<file path="config.mk">
export PLATFORM = sky130hd
export DESIGN_NAME = pims_regs
export DESIGN_NICKNAME = d
export VERILOG_FILES = /design/src/hw/pims_pkg.sv /design/src/hw/pims_regs.sv /design/src/hw/pims_sync.sv /design/src/hw/pims_flags.sv
export SDC_FILE = /design/constraint.sdc
export NUM_CORES = 1
export LEC_CHECK = 0
export CORE_ASPECT_RATIO = 1.5
export CORE_MARGIN = 1
export CORE_UTILIZATION = 30
export CTS_CLUSTER_DIAMETER = 60
export DETAILED_ROUTE_END_ITERATION = 10
export DONT_BUFFER_PORTS = 1
export PLACE_DENSITY = 0.55
export SETUP_SLACK_MARGIN = 0.5
export SLEW_MARGIN = 20
export SYNTH_ARGS = -nofsm -noshare
export SYNTH_HDL_FRONTEND = slang
export SYNTH_HIERARCHICAL = 1
export SYNTH_SLANG_ARGS = --single-unit
</file>
<file path="constraint.sdc">
create_clock -name clk -period 1.1 [get_ports clk]
set_input_delay 0.165 -clock clk [delete_from_list [all_inputs] [get_ports clk]]
set_output_delay 0.165 -clock clk [all_outputs]
set_load 0.02 [all_outputs]
</file>
<file path="src/hw/pims_pkg.sv">
// constants for the port phy interrupt enable and special control/status registers
// Summary of operation
// - 16-bit read/write interrupt enable register at index 30, paired with flag register.
// - enable bit 7 gates the energy-detected flag; resets to 0.
// - enable bit 6 gates the auto-negotiation-complete flag; resets to 0.
// - enable bit 5 gates the remote-fault flag; resets to 0.
// - enable bit 4 gates the link-down flag; resets to 0.
// - enable bit 3 gates the partner-acknowledge flag; resets to 0.
// - enable bit 2 gates the parallel-detection-fault flag; resets to 0.
// - enable bit 1 gates the page-received flag; resets to 0.
// - 16-bit special control/status register at index 31.
// - bit 12 reads 1 once auto-negotiation completed, else 0; resets to 0.
// - bits 11:5 read/write reserved field resetting to 0000010b; software writes that.
// - bits 4:2 report speed/duplex codes 001,010,101,110; reset 000.
// - a source flag sets and stays set on its event while enabled.
// - reading the flag register clears every latched flag not set again by an enabled event in that same cycle.
package pims_pkg;
    // ********************************
    // register indices
    // ********************************
    localparam logic [4:0] PIMS_IDX_FLAGS = 5'h1d;
    localparam logic [4:0] PIMS_IDX_ENABLE = 5'h1e;
    localparam logic [4:0] PIMS_IDX_SPECIAL = 5'h1f;
    // ********************************
    // field layout
    // ********************************
    localparam logic [15:0] PIMS_ENABLE_MASK = 16'h00fe;
    localparam int PIMS_SRC_LO = 1;
    localparam int PIMS_SRC_HI = 7;
    localparam int PIMS_AUTODONE_BIT = 12;
    localparam int PIMS_RSV_LO = 5;
    localparam int PIMS_RSV_HI = 11;
    localparam int PIMS_SPEED_LO = 2;
    localparam int PIMS_SPEED_HI = 4;
    localparam int PIMS_LOW_LO = 0;
    localparam int PIMS_LOW_HI = 1;
    localparam logic [6:0] PIMS_RSV_RESET = 7'h02;
    localparam logic [2:0] PIMS_SPEED_RESET = 3'h0;
    localparam logic [1:0] PIMS_LOW_RESET = 2'h0;
    localparam logic [15:0] PIMS_ZERO16 = 16'h0000;
    // ********************************
    // pin synchroniser packing
    // ********************************
    localparam int PIMS_SYNC_W = 11;
    localparam int PIMS_SYNC_EV_LO = 0;
    localparam int PIMS_SYNC_EV_HI = 6;
    localparam int PIMS_SYNC_SPD_LO = 7;
    localparam int PIMS_SYNC_SPD_HI = 9;
    localparam int PIMS_SYNC_AN = 10;
    // speed/duplex codes
    localparam logic [2:0] PIMS_SPD_10_HALF = 3'h1;
    localparam logic [2:0] PIMS_SPD_100_HALF = 3'h2;
    localparam logic [2:0] PIMS_SPD_10_FULL = 3'h5;
    localparam logic [2:0] PIMS_SPD_100_FULL = 3'h6;
endpackage : pims_pkg

</file>
<file path="src/hw/pims_regs.sv">
// port phy interrupt enable and special control/status register bank
`timescale 1ns/10ps
`default_nettype none
module pims_regs
    import pims_pkg::*;
(
    // clock and reset
    input wire logic clk,
    input wire logic rst_b,
    // management register port
    input wire logic [4:0] reg_index,
    input wire logic reg_wr,
    input wire logic reg_rd,
    input wire logic [15:0] reg_wdata,
    output logic [15:0] reg_rdata,
    output logic reg_hit,
    // phy status pins
    input wire logic [7:1] phy_event,
    input wire logic autoneg_done,
    input wire logic [2:0] speed_duplex,
    // interrupt request
    output logic phy_irq
);
    // ********************************
    // pin synchronisation
    // ********************************
    logic [PIMS_SYNC_W-1:0] sync_in;
    logic [PIMS_SYNC_W-1:0] sync_out;
    logic [7:1] ev_lvl;
    logic [7:1] ev_lvl_q;
    logic [7:1] ev_pulse;
    logic an_done_s;
    logic [2:0] spd_s;

    assign sync_in = {autoneg_done, speed_duplex, phy_event};

    pims_sync #(.WIDTH(PIMS_SYNC_W)) u_sync (
        .clk(clk),
        .rst_b(rst_b),
        .din(sync_in),
        .dout(sync_out)
    );

    assign ev_lvl = sync_out[PIMS_SYNC_EV_HI:PIMS_SYNC_EV_LO];
    assign spd_s = sync_out[PIMS_SYNC_SPD_HI:PIMS_SYNC_SPD_LO];
    assign an_done_s = sync_out[PIMS_SYNC_AN];

    // events are rising edges of the synchronised levels
    always_ff @(posedge clk or negedge rst_b) begin
        if (!rst_b) begin
            ev_lvl_q <= '0;
        end else begin
            ev_lvl_q <= ev_lvl;
        end
    end
    assign ev_pulse = ev_lvl & ~ev_lvl_q;

    // ********************************
    // interrupt enable register
    // ********************************
    logic [7:1] irq_enable;
    logic [7:1] flags;
    logic wr_enable;
    logic wr_special;
    logic rd_flags;

    assign wr_enable = reg_wr && (reg_index == PIMS_IDX_ENABLE);
    assign wr_special = reg_wr && (reg_index == PIMS_IDX_SPECIAL);
    assign rd_flags = reg_rd && (reg_index == PIMS_IDX_FLAGS);

    always_ff @(posedge clk or negedge rst_b) begin
        if (!rst_b) begin
            irq_enable <= '0;
        end else if (wr_enable) begin
            irq_enable <= reg_wdata[PIMS_SRC_HI:PIMS_SRC_LO];
        end
    end

    pims_flags u_flags (
        .clk(clk),
        .rst_b(rst_b),
        .event_pulse(ev_pulse),
        .enable(irq_enable),
        .clear(rd_flags),
        .flags(flags)
    );

    always_ff @(posedge clk or negedge rst_b) begin
        if (!rst_b) begin
            phy_irq <= 1'b0;
        end else begin
            phy_irq <= |(flags & irq_enable);
        end
    end

    // ********************************
    // special control/status register
    // ********************************
    logic [6:0] rsv_field;
    logic [1:0] low_field;
    logic autodone;
    logic [2:0] speed;

    // reserved field keeps what software writes
    always_ff @(posedge clk or negedge rst_b) begin
        if (!rst_b) begin
            rsv_field <= PIMS_RSV_RESET;
            low_field <= PIMS_LOW_RESET;
        end else if (wr_special) begin
            rsv_field <= reg_wdata[PIMS_RSV_HI:PIMS_RSV_LO];
            low_field <= reg_wdata[PIMS_LOW_HI:PIMS_LOW_LO];
        end
    end

    always_ff @(posedge clk or negedge rst_b) begin
        if (!rst_b) begin
            autodone <= 1'b0;
        end else begin
            autodone <= an_done_s;
        end
    end

    // reserved codes pass through as reported; only four are meaningful
    always_ff @(posedge clk or negedge rst_b) begin
        if (!rst_b) begin
            speed <= PIMS_SPEED_RESET;
        end else begin
            speed <= spd_s;
        end
    end

    // ********************************
    // read mux
    // ********************************
    logic [15:0] next_rdata;
    always_comb begin
        next_rdata = PIMS_ZERO16;
        reg_hit = 1'b1;
        unique case (reg_index)
            PIMS_IDX_FLAGS: begin
                next_rdata[PIMS_SRC_HI:PIMS_SRC_LO] = flags;
            end
            PIMS_IDX_ENABLE: begin
                next_rdata[PIMS_SRC_HI:PIMS_SRC_LO] = irq_enable;
                next_rdata = next_rdata & PIMS_ENABLE_MASK;
            end
            PIMS_IDX_SPECIAL: begin
                next_rdata[PIMS_AUTODONE_BIT] = autodone;
                next_rdata[PIMS_RSV_HI:PIMS_RSV_LO] = rsv_field;
                next_rdata[PIMS_SPEED_HI:PIMS_SPEED_LO] = speed;
                next_rdata[PIMS_LOW_HI:PIMS_LOW_LO] = low_field;
            end
            default: begin
                reg_hit = 1'b0;
            end
        endcase
    end

    // data registered on a read strobe
    always_ff @(posedge clk or negedge rst_b) begin
        if (!rst_b) begin
            reg_rdata <= PIMS_ZERO16;
        end else if (reg_rd) begin
            reg_rdata <= next_rdata;
        end
    end
endmodule : pims_regs
`default_nettype wire

</file>
<file path="src/hw/pims_sync.sv">
// two flop synchroniser for pin level inputs
`timescale 1ns/10ps
`default_nettype none
module pims_sync
    import pims_pkg::*;
#(
    parameter int WIDTH = 1
) (
    // clock and reset
    input wire logic clk,
    input wire logic rst_b,
    // data
    input wire logic [WIDTH-1:0] din,
    output logic [WIDTH-1:0] dout
);
    logic [WIDTH-1:0] meta;
    // first stage is read only by the second
    always_ff @(posedge clk or negedge rst_b) begin
        if (!rst_b) begin
            meta <= '0;
            dout <= '0;
        end else begin
            meta <= din;
            dout <= meta;
        end
    end
endmodule : pims_sync
`default_nettype wire

</file>
<file path="src/hw/pims_flags.sv">
// latched interrupt source flags with clear on read
`timescale 1ns/10ps
`default_nettype none
module pims_flags
    import pims_pkg::*;
(
    // clock and reset
    input wire logic clk,
    input wire logic rst_b,
    // events and enables
    input wire logic [7:1] event_pulse,
    input wire logic [7:1] enable,
    input wire logic clear,
    // state
    output logic [7:1] flags
);
    genvar i;
    generate
        for (i = PIMS_SRC_LO; i <= PIMS_SRC_HI; i++) begin : g_flag
            always_ff @(posedge clk or negedge rst_b) begin
                if (!rst_b) begin
                    flags[i] <= 1'b0;
                end else if (event_pulse[i] && enable[i]) begin
                    // set beats a clear in the same cycle so no event is lost
                    flags[i] <= 1'b1;
                end else if (clear) begin
                    flags[i] <= 1'b0;
                end
            end
        end
    endgenerate
endmodule : pims_flags
`default_nettype wire

</file>
==> summary.txt, run 1 <==
Mapped Area = 2454 um2
DP Area = 2684 um2
CP Capture Point = phy_irq
CP Capture Type = flip-flop
worst-case reg-to-reg path depth = 2
Core Area = 7958 um2
CTS Hold Bufs = 11
crit path time final = 1.058 ns
number of H-tree levels = 3
setup TNS = 0 ns
CP Max Fanout = 2
fmax = 944.8 MHz
Hold Slack = -0.4659 ns
final-stage net count = 249
Worst Path Required = 1.29 ns
Mean Syn Cell Area = 14.87 um2
NetSw = 1.417 mW
Clk Latency, worst-skew pair = 0.32 ns
vias post-DR = 1445
Sw Ratio = 22.47%
RSZ-0062 raised after global routing = yes
status = complete, but fails checks
CP Launch Type = flip-flop
WL final = 4.815 mm
fin crit share = 96.22%
Synth warnings = 6
crit path DAT = 1.25 ns
GP Congestion = 0.6992
vias in the first global route = 1500
root buf cell = clkbuf_16
worst r2r src = u_flags/flags[5]
post-route design area = 3387 um2
I/O Buffers = 0
die footprint = 8552 um2
Final Max Tran Viols = 0
Seq/Total Area, Yosys = 71.44%
FP Rows = 40
clk sinks = 70
Setup crit start = u_flags/flags[5]
largest net degree at the start of global routing = 71
routed length per instance = 14.91 um
register clock-pin slew on the reported worst setup and hold paths = 0.05 ns
clock buffer depth = 2
worst min path class = input port to asynchronous set/reset pin
Static Leak = 1.537 nW
Initial Util = 30.83%
drt first pass iters = 4
Setup CP Type = flip-flop to flip-flop
first-pass GRT wire length = 7.065 mm
Design Power = 6.307 mW
sequential power share = 48.4%
Starting DRT DRC Count = 84
P&R area growth vs syn = 38.04%
Final setup viols = 0
TritonCTS clock tree = built
Post-route DRC = 0
Ant. Diodes = 0
Die Wd = 75.84 um
Post-DP HPWL = 2.880 mm
final hold violation count = 87
grt ovf = 0
r2r setup slk = 0.04 ns
VDD IR max = 0.001171 V
antenna violations before repair = 0
#FFs+latches synth = 70
DR vias/cell = 4.474
Die Y = 112.8 um
Max Cap Viol = 0
r2r endpoint = phy_irq
Finished Layout Cells = 323
final core occ = 42.56%
placed cell count = 280
P_int = 4.890 mW
failing checks = hold timing
top-level I/O count = 54
layout cells sized above 1 = 40.83%
Pwr per Cell Area = 1862 nW/um2
GRT Overall Usage = 11.86%
library cells used by synthesis = 29
Cells after Synth = 165
clock share of power = 40.4%
Final ANT Viol Nets = 0
CTS Buf Count = 9
clock skew = 0.003418 ns
Logic pwr share = 11.2%
## cells in the final DEF (no fill, tap or decap), drive strengths merged, types with 7 or more instances in the layout
| cell | n |
|---|---|
| dfrtp | 69 |
| buf | 29 |
| mux2 | 17 |
| clkbuf | 12 |
| dlygate4sd3 | 11 |
| nand2 | 10 |
| inv | 8 |
| nor3 | 8 |
| nor2b | 7 |
| o21ai | 7 |
## metrics by stage
step / setup WS (ns) / hold WS, ns
2_1_floorplan: 0.03564 / -0.1306
3_3_place_gp: -0.01778 / -0.1287
3_5_place_dp: -0.05653 / -0.1287
4_1_cts: 0.04806 / -0.4765
5_1_grt: -0.008591 / -0.4834
6_report: 0.04159 / -0.4659
## area by class of cell
| type | instances | area (um2) |
|---|---|---|
| Clock buffer | 12 | 246.5 |
| Clock inverter | 4 | 22.52 |
| Fill cell | 716 | 4571 |
| Inverter | 8 | 30.03 |
| Multi-Input combinational cell | 84 | 778.2 |
| Sequential cell | 70 | 1763 |
| Tap cell | 105 | 131.4 |
| Timing Repair Buffer | 40 | 415.4 |
## critical path: stages, from the launching register on
cell and delay (ns):
dfrtp_1 0.41, a222oi_1 0.38, nand3_1 0.14
## synth_stat cells, drive strengths merged
cell | n | share of area, %
a221o | 6 | 2.4
conb | 1 | 0.15
a31oi | 1 | 0.26
nor2b | 7 | 1.8
dfstp | 1 | 1.1
inv | 8 | 1.2
nand3b | 1 | 0.31
nor3 | 8 | 2.3
buf | 4 | 1.1
mux2 | 17 | 7.8
nand2 | 10 | 1.6
nor2 | 4 | 0.92
o21ai | 7 | 1.4
mux2i | 6 | 2.4
dfrtp | 69 | 70
clkbuf | 1 | 0.15
and4 | 1 | 0.36
a222oi | 1 | 0.41
nand4 | 1 | 0.26
a22oi | 2 | 0.61
a22o | 6 | 2.1
a21oi | 1 | 0.20
nand3 | 2 | 0.61
## worst min path at each step
stage	endpoint	slack [ns]	cells past startpoint
floorplan	autodone	-0.13	0
global placement	reg_rdata[8]	-0.13	0
detailed placement	reg_rdata[8]	-0.13	0
CTS	reg_rdata[8]	-0.48	0
global route	reg_rdata[8]	-0.48	0
finish	reg_rdata[8]	-0.47	0
## flip-flops by register name (all words and copies together), names as in the netlist
register and flops:
autodone 1, u_sync/dout 11, rsv_field 7, phy_irq 1, reg_rdata 13, speed 3
u_flags/flags 7, u_sync/meta 11, ev_lvl_q 7, low_field 2, irq_enable 7
## layer usage
layer | up-vias | global-route usage [%] | part of all wire, %
met2 | 50 | 18.05 | 48
met3 | 9 | 4.452 | 7.4
met1 | 711 | 13.75 | 42
met5 | - | 0 | 0
met4 | 0 | 7.407 | 1.9
li1 | 675 | - | -
## power groups by stage
stage	sequential [mW]	combinational, mW	clock [mW]
after floorplan	3.04	0.302	0
after global routing	3.09	0.757	2.74
after global placement	3.08	0.348	0
final	3.05	0.706	2.55
after CTS	3.05	0.542	2.63
after detailed placement	3.09	0.356	0
## cell families (layout without fill, tap and decap cells)
logic type,after synthesis,count (layout),share of synthesized area [%]
other cells,1,3,0.1528
mux,23,23,10.25
compound gates,24,24,7.496
simple gates,34,34,8.159
buf+inv,13,64,2.498
flops,70,70,71.44
## timing repair
| action | 4_1_cts | 5_1_grt |
|---|---|---|
| endpoints found under the hold margin | 98 | 87 |
| pin swaps | 18 | 9 |
| endpoints found under the setup margin | 52 | 52 |
| buffers inserted | 13 | 2 |
| resized for setup | 34 | 36 |
| cloned | 0 | 1 |
Power figures use the tool's default switching activity.
==> run 2, diff against run 1 <==
- CTS_BUF_LIST: unset -> sky130_fd_sc_hd__clkbuf_8
- SETUP_SLACK_MARGIN: 0.5 -> 0.3
==> run 2 against run 1 <==
Net effect: the run still ends with hold timing left; power fell by 9.9%; cell count is 3.1% higher; clock power shrank 18%; utilization fell by 1.1 points; clock-buffer cell count is 2 lower; critical endpoint is now reg_rdata[3]; largest power group unchanged; highest routed layer unchanged.
==> summary.txt, run 2 (synthesized netlist as in run 1, its figures left out) <==
crit path time final = 1.057 ns (was 1.058 ns)
Core Area = 7958 um2 (unchanged)
CP Max Fanout = 2 (unchanged)
I/O Buffers = 0 (unchanged)
status = complete, but fails checks (unchanged)
TritonCTS clock tree = built (unchanged)
die footprint = 8552 um2 (unchanged)
worst r2r src = irq_enable[5] (was u_flags/flags[5])
master of the slowest instance on the critical path = dfrtp_1 (unchanged)
fmax = 946.4 MHz (was 944.8 MHz)
Clk Latency, worst-skew pair = 0.34 ns (was 0.32 ns)
sequential power share = 53.4% (was 48.4%)
GRT Overall Usage = 12.15% (was 11.86%)
met3 Track Usage GR = 3.918% (was 4.452%)
Final Max Tran Viols = 0 (unchanged)
Post-DP HPWL = 2.947 mm (was 2.880 mm)
Die Y = 112.8 um (unchanged)
WL final = 4.631 mm (was 4.815 mm)
Max Cap Viol = 0 (unchanged)
Setup CP Type = flip-flop to output pin (was flip-flop to flip-flop)
final-stage net count = 259 (was 249)
Post-route DRC = 0 (unchanged)
CTS Hold Bufs = 26 (was 11)
Hold Slack = -0.4886 ns (was -0.4659 ns)
Final ANT Viol Nets = 0 (unchanged)
root buf cell = clkbuf_8 (was clkbuf_16)
clock buffer depth = 2 (unchanged)
NetSw = 1.368 mW (was 1.417 mW)
Setup crit start = reg_rdata[3] (was u_flags/flags[5])
vias in the first global route = 1508 (was 1500)
top-level I/O count = 54 (unchanged)
clk sinks = 70 (unchanged)
registers with the most flip-flops = reg_rdata (13), u_sync/dout (11), u_sync/meta (11) (unchanged)
met2 Use GR = 19.06% (was 18.05%)
r2r endpoint = phy_irq (unchanged)
Ant. Diodes = 0 (unchanged)
clock skew = 0.008406 ns (was 0.003418 ns)
Initial Util = 30.83% (unchanged)
final core occ = 41.48% (was 42.56%)
Final setup viols = 0 (unchanged)
placed cell count = 281 (was 280)
Die Wd = 75.84 um (unchanged)
crit path DAT = 0.89 ns (was 1.25 ns)
RSZ-0062 raised after global routing = yes (unchanged)
P_int = 4.316 mW (was 4.890 mW)
GR Util met1 = 14.39% (was 13.75%)
Logic pwr share = 9.7% (was 11.2%)
CP top delay family = flip-flops (unchanged)
Pwr per Cell Area = 1722 nW/um2 (was 1862 nW/um2)
Starting DRT DRC Count = 87 (was 84)
flip-flop count of the largest register after layout = 13 (unchanged)
largest net degree at the start of global routing = 71 (unchanged)
Worst Path Required = 0.94 ns (was 1.29 ns)
layout cells sized above 1 = 32.02% (was 40.83%)
antenna violations before repair = 0 (unchanged)
vias post-DR = 1459 (was 1445)
Sw Ratio = 24.07% (was 22.47%)
worst-case reg-to-reg path depth = 2 (unchanged)
FP Rows = 40 (unchanged)
fin crit share = 96.06% (was 96.22%)
register clock-pin slew on the reported worst setup and hold paths = 0.08 ns (was 0.05 ns)
critical-path cell list = buf_6 (was a222oi_1, nand3_1)
P&R area growth vs syn = 34.52% (was 38.04%)
CP Capture Type = output pin (was flip-flop)
most frequent cells in the layout = 61 x dfrtp_1, 26 x dlygate4sd3_1, 16 x mux2_2, 13 x buf_4, 10 x clkbuf_8 (was 61 x dfrtp_1, 20 x buf_6, 17 x mux2_4, 11 x dlygate4sd3_1, 9 x clkbuf_16)
WP buf/inv = 1 (was 0)
Finished Layout Cells = 333 (was 323)
critical path depth = 1 (was 2)
clock share of power = 36.9% (was 40.4%)
r2r setup slk = 0.06 ns (was 0.04 ns)
drt first pass iters = 4 (unchanged)
number of H-tree levels = 3 (unchanged)
failing checks = hold timing (unchanged)
final hold violation count = 70 (was 87)
GP Congestion = 0.7287 (was 0.6992)
first-pass GRT wire length = 7.341 mm (was 7.065 mm)
CTS Buf Count = 9 (unchanged)
Static Leak = 1.476 nW (was 1.537 nW)
VDD IR max = 0.0008088 V (was 0.001171 V)
grt ovf = 0 (unchanged)
DR vias/cell = 4.381 (was 4.474)
Most Crowded Layer GR = met2 (unchanged)
routed length per instance = 13.91 um (was 14.91 um)
CP peak stage delay = 0.41 ns (about the same)
CP Launch Type = flip-flop (unchanged)
worst min path class = input port to asynchronous set/reset pin (unchanged)
commonest non-fill, non-tap cell in the layout = dfrtp_1 (unchanged)
Biggest register = reg_rdata (unchanged)
CP Capture Point = reg_rdata[3] (was phy_irq)
[run 2: cell count changes in the layout (fill, tap and decap cells not counted), sizes merged]
cell	before	now
clkinvlp	1	2
bufinv	0	1
dlygate4sd3	11	26
clkbuf	12	10
buf	29	24
[run 2: metal layers]
metal	part of all wire, %	wire length (um)
met1	45	2077
met2	48	2235
met3	4.8	221
met4	2.1	95
met5	0	0
[run 2: layout make-up]
cell class	count	area, um2
clock buffer	10	137.6
multi-input combinational	84	668.1
fill	733	4657
sequential	70	1763
inverter	8	30.03
clock inverter	6	71.32
timing repair buffer	50	499.2
tap	105	131.4
[run 2: per-stage QoR]
| stage | area [um2] | setup WS, ns | setup TNS, ns | total power [mW] |
|---|---|---|---|---|
| after floorplan | 2474 | 0.03564 | 0 | 3.341 |
| after global placement | 2701 | 0.001573 | 0 | 3.433 |
| after detailed placement | 2701 | -0.01121 | -0.02669 | 3.457 |
| after CTS | 3271 | 0.01613 | 0 | 5.719 |
| after global routing | 3301 | 0.01238 | 0 | 5.949 |
| final | 3301 | 0.04334 | 0 | 5.684 |
[run 2: repair_timing]
action | 4_1_cts | 5_1_grt
gates resized for setup | 18 | 4
endpoints found under the hold margin | 98 | 70
gates cloned | 0 | 0
endpoints found under the setup margin | 31 | 36
pin swaps | 10 | 2
setup buffers | 7 | 3
[run 2: worst min path at each step]
stage / from / endpoint / slack [ns] / cells after the start
after floorplan: rst_b / autodone / -0.13 / 0
after global placement: rst_b / autodone / -0.13 / 0
after detailed placement: rst_b / autodone / -0.13 / 0
after CTS: rst_b / irq_enable[4] / -0.51 / 0
after global routing: rst_b / ev_lvl_q[4] / -0.51 / 0
final: rst_b / u_sync/dout[10] / -0.49 / 0
[run 2: power groups by stage]
| stage | clock (mW) | combinational [mW] | sequential [mW] |
|---|---|---|---|
| after floorplan | 0 | 0.297 | 3.04 |
| after CTS | 2.17 | 0.509 | 3.04 |
| after global placement | 0 | 0.354 | 3.08 |
| final | 2.10 | 0.549 | 3.04 |
| after global routing | 2.28 | 0.599 | 3.07 |
| after detailed placement | 0 | 0.363 | 3.09 |
==> run 3, diff against run 2 <==
- RECOVER_POWER: unset -> 50
- SYNTH_HIERARCHICAL: 1 -> unset
==> run 3 against run 2 <==
Net effect: the run ends with hold timing, setup timing left; flip-flop and latch count is the same; clock skew is 0.0027 ns higher; clock power is 8% higher; die area fell by 0.50%; synthesized cell count shrank 6.7%; highest routed layer unchanged.
==> summary.txt, run 3 <==
cell with the most instances after synthesis = dfrtp_1 (unchanged)
setup TNS = -0.002677 ns (was 0 ns)
final hold violation count = 72 (was 70)
CTS Buf Count = 9 (unchanged)
layout cells sized above 1 = 35.48% (was 32.02%)
commonest non-fill, non-tap cell in the layout = dfrtp_1 (unchanged)
number of H-tree levels = 3 (unchanged)
status = complete, but fails checks (unchanged)
sequential power share = 50.8% (was 53.4%)
CP Capture Type = flip-flop (was output pin)
cell taking the most area after synthesis = dfrtp_1 (unchanged)
fin crit share = 100.2% (was 96.06%)
Least-Margin Pin Slew = 0.5879 ns
VDD IR max = 0.0006783 V (was 0.0008088 V)
Seq/Total Area, Yosys = 71.81% (was 71.44%)
root buf cell = clkbuf_8 (unchanged)
Clk Latency, worst-skew pair = 0.34 ns (about the same)
placed cell count = 264 (was 281)
WL final = 4.933 mm (was 4.631 mm)
failing checks = hold timing, setup timing (was hold timing)
P_int = 4.650 mW (was 4.316 mW)
ranking of synthesized cells by area = dfrtp_1 71%, mux2_2 7.4%, a32o_1 2.9%, mux2i_1 2.9%, a22o_1 2.2% (was dfrtp_1 70%, mux2_2 7.8%, a221o_1 2.4%, mux2i_1 2.4%, a22o_1 2.1%)
library cells used by synthesis = 27 (was 29)
I/O Buffers = 0 (unchanged)
clock share of power = 37.3% (was 36.9%)
CP Launch Type = flip-flop (unchanged)
Synth warnings = 0 (was 6)
Final ANT Viol Nets = 0 (unchanged)
largest net degree at the start of global routing = 71 (unchanged)
GRT Overall Usage = 12.91% (was 12.15%)
EDFF count, synth = 0 (unchanged)
multi-input logic area = 696.9 um2 (was 668.1 um2)
Reg area = 1762 um2 (was 1763 um2)
normalized max-slew margin = 60.72%
DR vias/cell = 4.655 (was 4.381)
Die Y = 112.5 um (was 112.8 um)
Max Cap Viol = 0 (unchanged)
FILL cells = 708 (was 733)
Post-route DRC = 0 (unchanged)
drt first pass iters = 4 (unchanged)
Cells after Synth = 154 (was 165)
top cell type's share of synthesized area = 70.73% (was 70.37%)
NetSw = 1.444 mW (was 1.368 mW)
met2 Use GR = 21.37% (was 19.06%)
die footprint = 8509 um2 (was 8552 um2)
Hold Slack = -0.4973 ns (was -0.4886 ns)
FP Rows = 39 (was 40)
crit path DAT = 1.34 ns (was 0.89 ns)
worst-case reg-to-reg path depth = 4 (was 2)
Biggest register = reg_rdata (unchanged)
final-stage net count = 248 (was 259)
ys flop type = dfrtp_1 (unchanged)
worst min path class = input port to asynchronous set/reset pin (unchanged)
Final Max Tran Viols = 0 (unchanged)
TritonCTS clock tree = built (unchanged)
fmax = 906.9 MHz (was 946.4 MHz)
clock buffer depth = 2 (unchanged)
flip-flop count of the largest register after layout = 13 (unchanged)
CTS Hold Bufs = 23 (was 26)
first-pass GRT wire length = 7.824 mm (was 7.341 mm)
Initial Util = 31.46% (was 30.83%)
#FFs+latches synth = 70 (unchanged)
GP Congestion = 0.7531 (was 0.7287)
most frequent cells after synthesis = 69 x dfrtp_1, 16 x mux2_2, 8 x inv_1, 7 x a32o_1, 7 x mux2i_1 (was 69 x dfrtp_1, 17 x mux2_2, 9 x nand2_1, 8 x inv_1)
Post-DP HPWL = 3.286 mm (was 2.947 mm)
Starting DRT DRC Count = 78 (was 87)
Pwr per Cell Area = 1813 nW/um2 (was 1722 nW/um2)
Static Leak = 1.505 nW (was 1.476 nW)
register clock-pin slew on the reported worst setup and hold paths = 0.08 ns (about the same)
vias post-DR = 1485 (was 1459)
Logic pwr share = 11.9% (was 9.7%)
routed length per instance = 15.46 um (was 13.91 um)
vias in the first global route = 1624 (was 1508)
RSZ-0062 raised after global routing = yes (unchanged)
antenna violations before repair = 0 (unchanged)
Mean Syn Cell Area = 15.85 um2 (was 14.87 um2)
Die Wd = 75.65 um (was 75.84 um)
CP Max Fanout = 2 (unchanged)
grt ovf = 0 (unchanged)
P&R area growth vs syn = 37.67% (was 34.52%)
top-level I/O count = 54 (unchanged)
clock skew = 0.01106 ns (was 0.008406 ns)
Ant. Diodes = 0 (unchanged)
met3 Track Usage GR = 3.501% (was 3.918%)
Mapped Area = 2441 um2 (was 2454 um2)
Core Area = 7759 um2 (was 7958 um2)
registers with the most flip-flops = reg_rdata (13), u_sync.dout (11), u_sync.meta (11) (was reg_rdata (13), u_sync/dout (11), u_sync/meta (11))
Setup CP Type = flip-flop to flip-flop (was flip-flop to output pin)
crit path time final = 1.103 ns (was 1.057 ns)
post-synthesis async set-or-reset flop share = 100.0% (unchanged)
Finished Layout Cells = 319 (was 333)
clk sinks = 70 (unchanged)
GR Util met1 = 13.31% (was 14.39%)
Sw Ratio = 23.70% (was 24.07%)
Most Crowded Layer GR = met2 (unchanged)
Final setup viols = 1 (was 0)
min setup slack post-route = -0.002677 ns (was 0.04334 ns)
most frequent cells in the layout = 62 x dfrtp_1, 23 x dlygate4sd3_1, 16 x buf_6, 10 x mux2_4, 10 x buf_4 (was 61 x dfrtp_1, 26 x dlygate4sd3_1, 16 x mux2_2, 13 x buf_4, 10 x clkbuf_8)
Worst Path Required = 1.34 ns (was 0.94 ns)
-- run 3: critical path: stages (launching register included) --
cell and delay [ns]:
dfrtp_1 0.40, buf_6 0.12, mux2i_2 0.17, nor3_2 0.05, a221o_1 0.25
-- run 3: cell families (layout without fill, tap and decap cells) --
group           count (synthesis)  after routing  share of synthesized area (%)
buf+inv                        14             75                          2.716
flops                          70             70                          71.81
simple gates                   21             21                          5.536
compound gates                 23             23                          8.611
mux                            25             25                          11.17
other cells                     1              3                         0.1536
-- run 3: final cells by class --
class / instances / share of cell area (%)
clock buffer: 9 / 3.686
tap: 102 / 3.797
multi-input combinational: 72 / 20.74
inverter: 8 / 0.8935
sequential: 70 / 52.42
clock inverter: 7 / 2.829
timing repair buffer: 51 / 15.64
-- run 3: stage by stage --
step / cell area, um2 / worst slack (ns) / power (mW) / util, %
final: 3361 / -0.002677 / 6.094 / 43.32
after global routing: 3361 / -0.06085 / 6.385 / 43.32
after CTS: 3302 / -0.006003 / 6.107 / 42.56
after detailed placement: 2670 / -0.1591 / 3.576 / 34.41
after global placement: 2670 / -0.09111 / 3.537 / 34.41
after floorplan: 2470 / 0.006297 / 3.424 / -
-- run 3: worst paths after layout --
kind,start,endpoint,slack [ns]
setup / recovery,irq_enable[3],reg_rdata[3],-0.003
hold / removal,rst_b,reg_rdata[11],-0.50
setup reg to reg,irq_enable[3],reg_rdata[3],-0.003
hold reg to reg,u_sync.meta[0],u_sync.dout[0],0.35
max in group asynchronous,rst_b,rsv_field[1],1.39
min in group clk,reg_rd,reg_rdata[1],-0.02
-- run 3: layer usage --
layer	wire (um)	vias up	share of wire, %
li1	-	675	-
met1	1909	744	39
met2	2608	55	53
met3	258	11	5.2
met4	157	0	3.2
met5	0	-	0
-- run 3: power by group through the flow --
| stage | registers, mW | logic (mW) | clock network (mW) |
|---|---|---|---|
| after global placement | 3.13 | 0.406 | 0 |
| after global routing | 3.13 | 0.786 | 2.47 |
| final | 3.09 | 0.727 | 2.27 |
| after CTS | 3.09 | 0.666 | 2.35 |
| after detailed placement | 3.15 | 0.424 | 0 |
| after floorplan | 3.10 | 0.328 | 0 |
-- run 3: what timing repair did --
item                       CTS  global route
pin swaps                   17             9
setup buffers               12             4
resized for setup           28             8
hold endpoints to repair    99            72
setup endpoints to repair   34            41
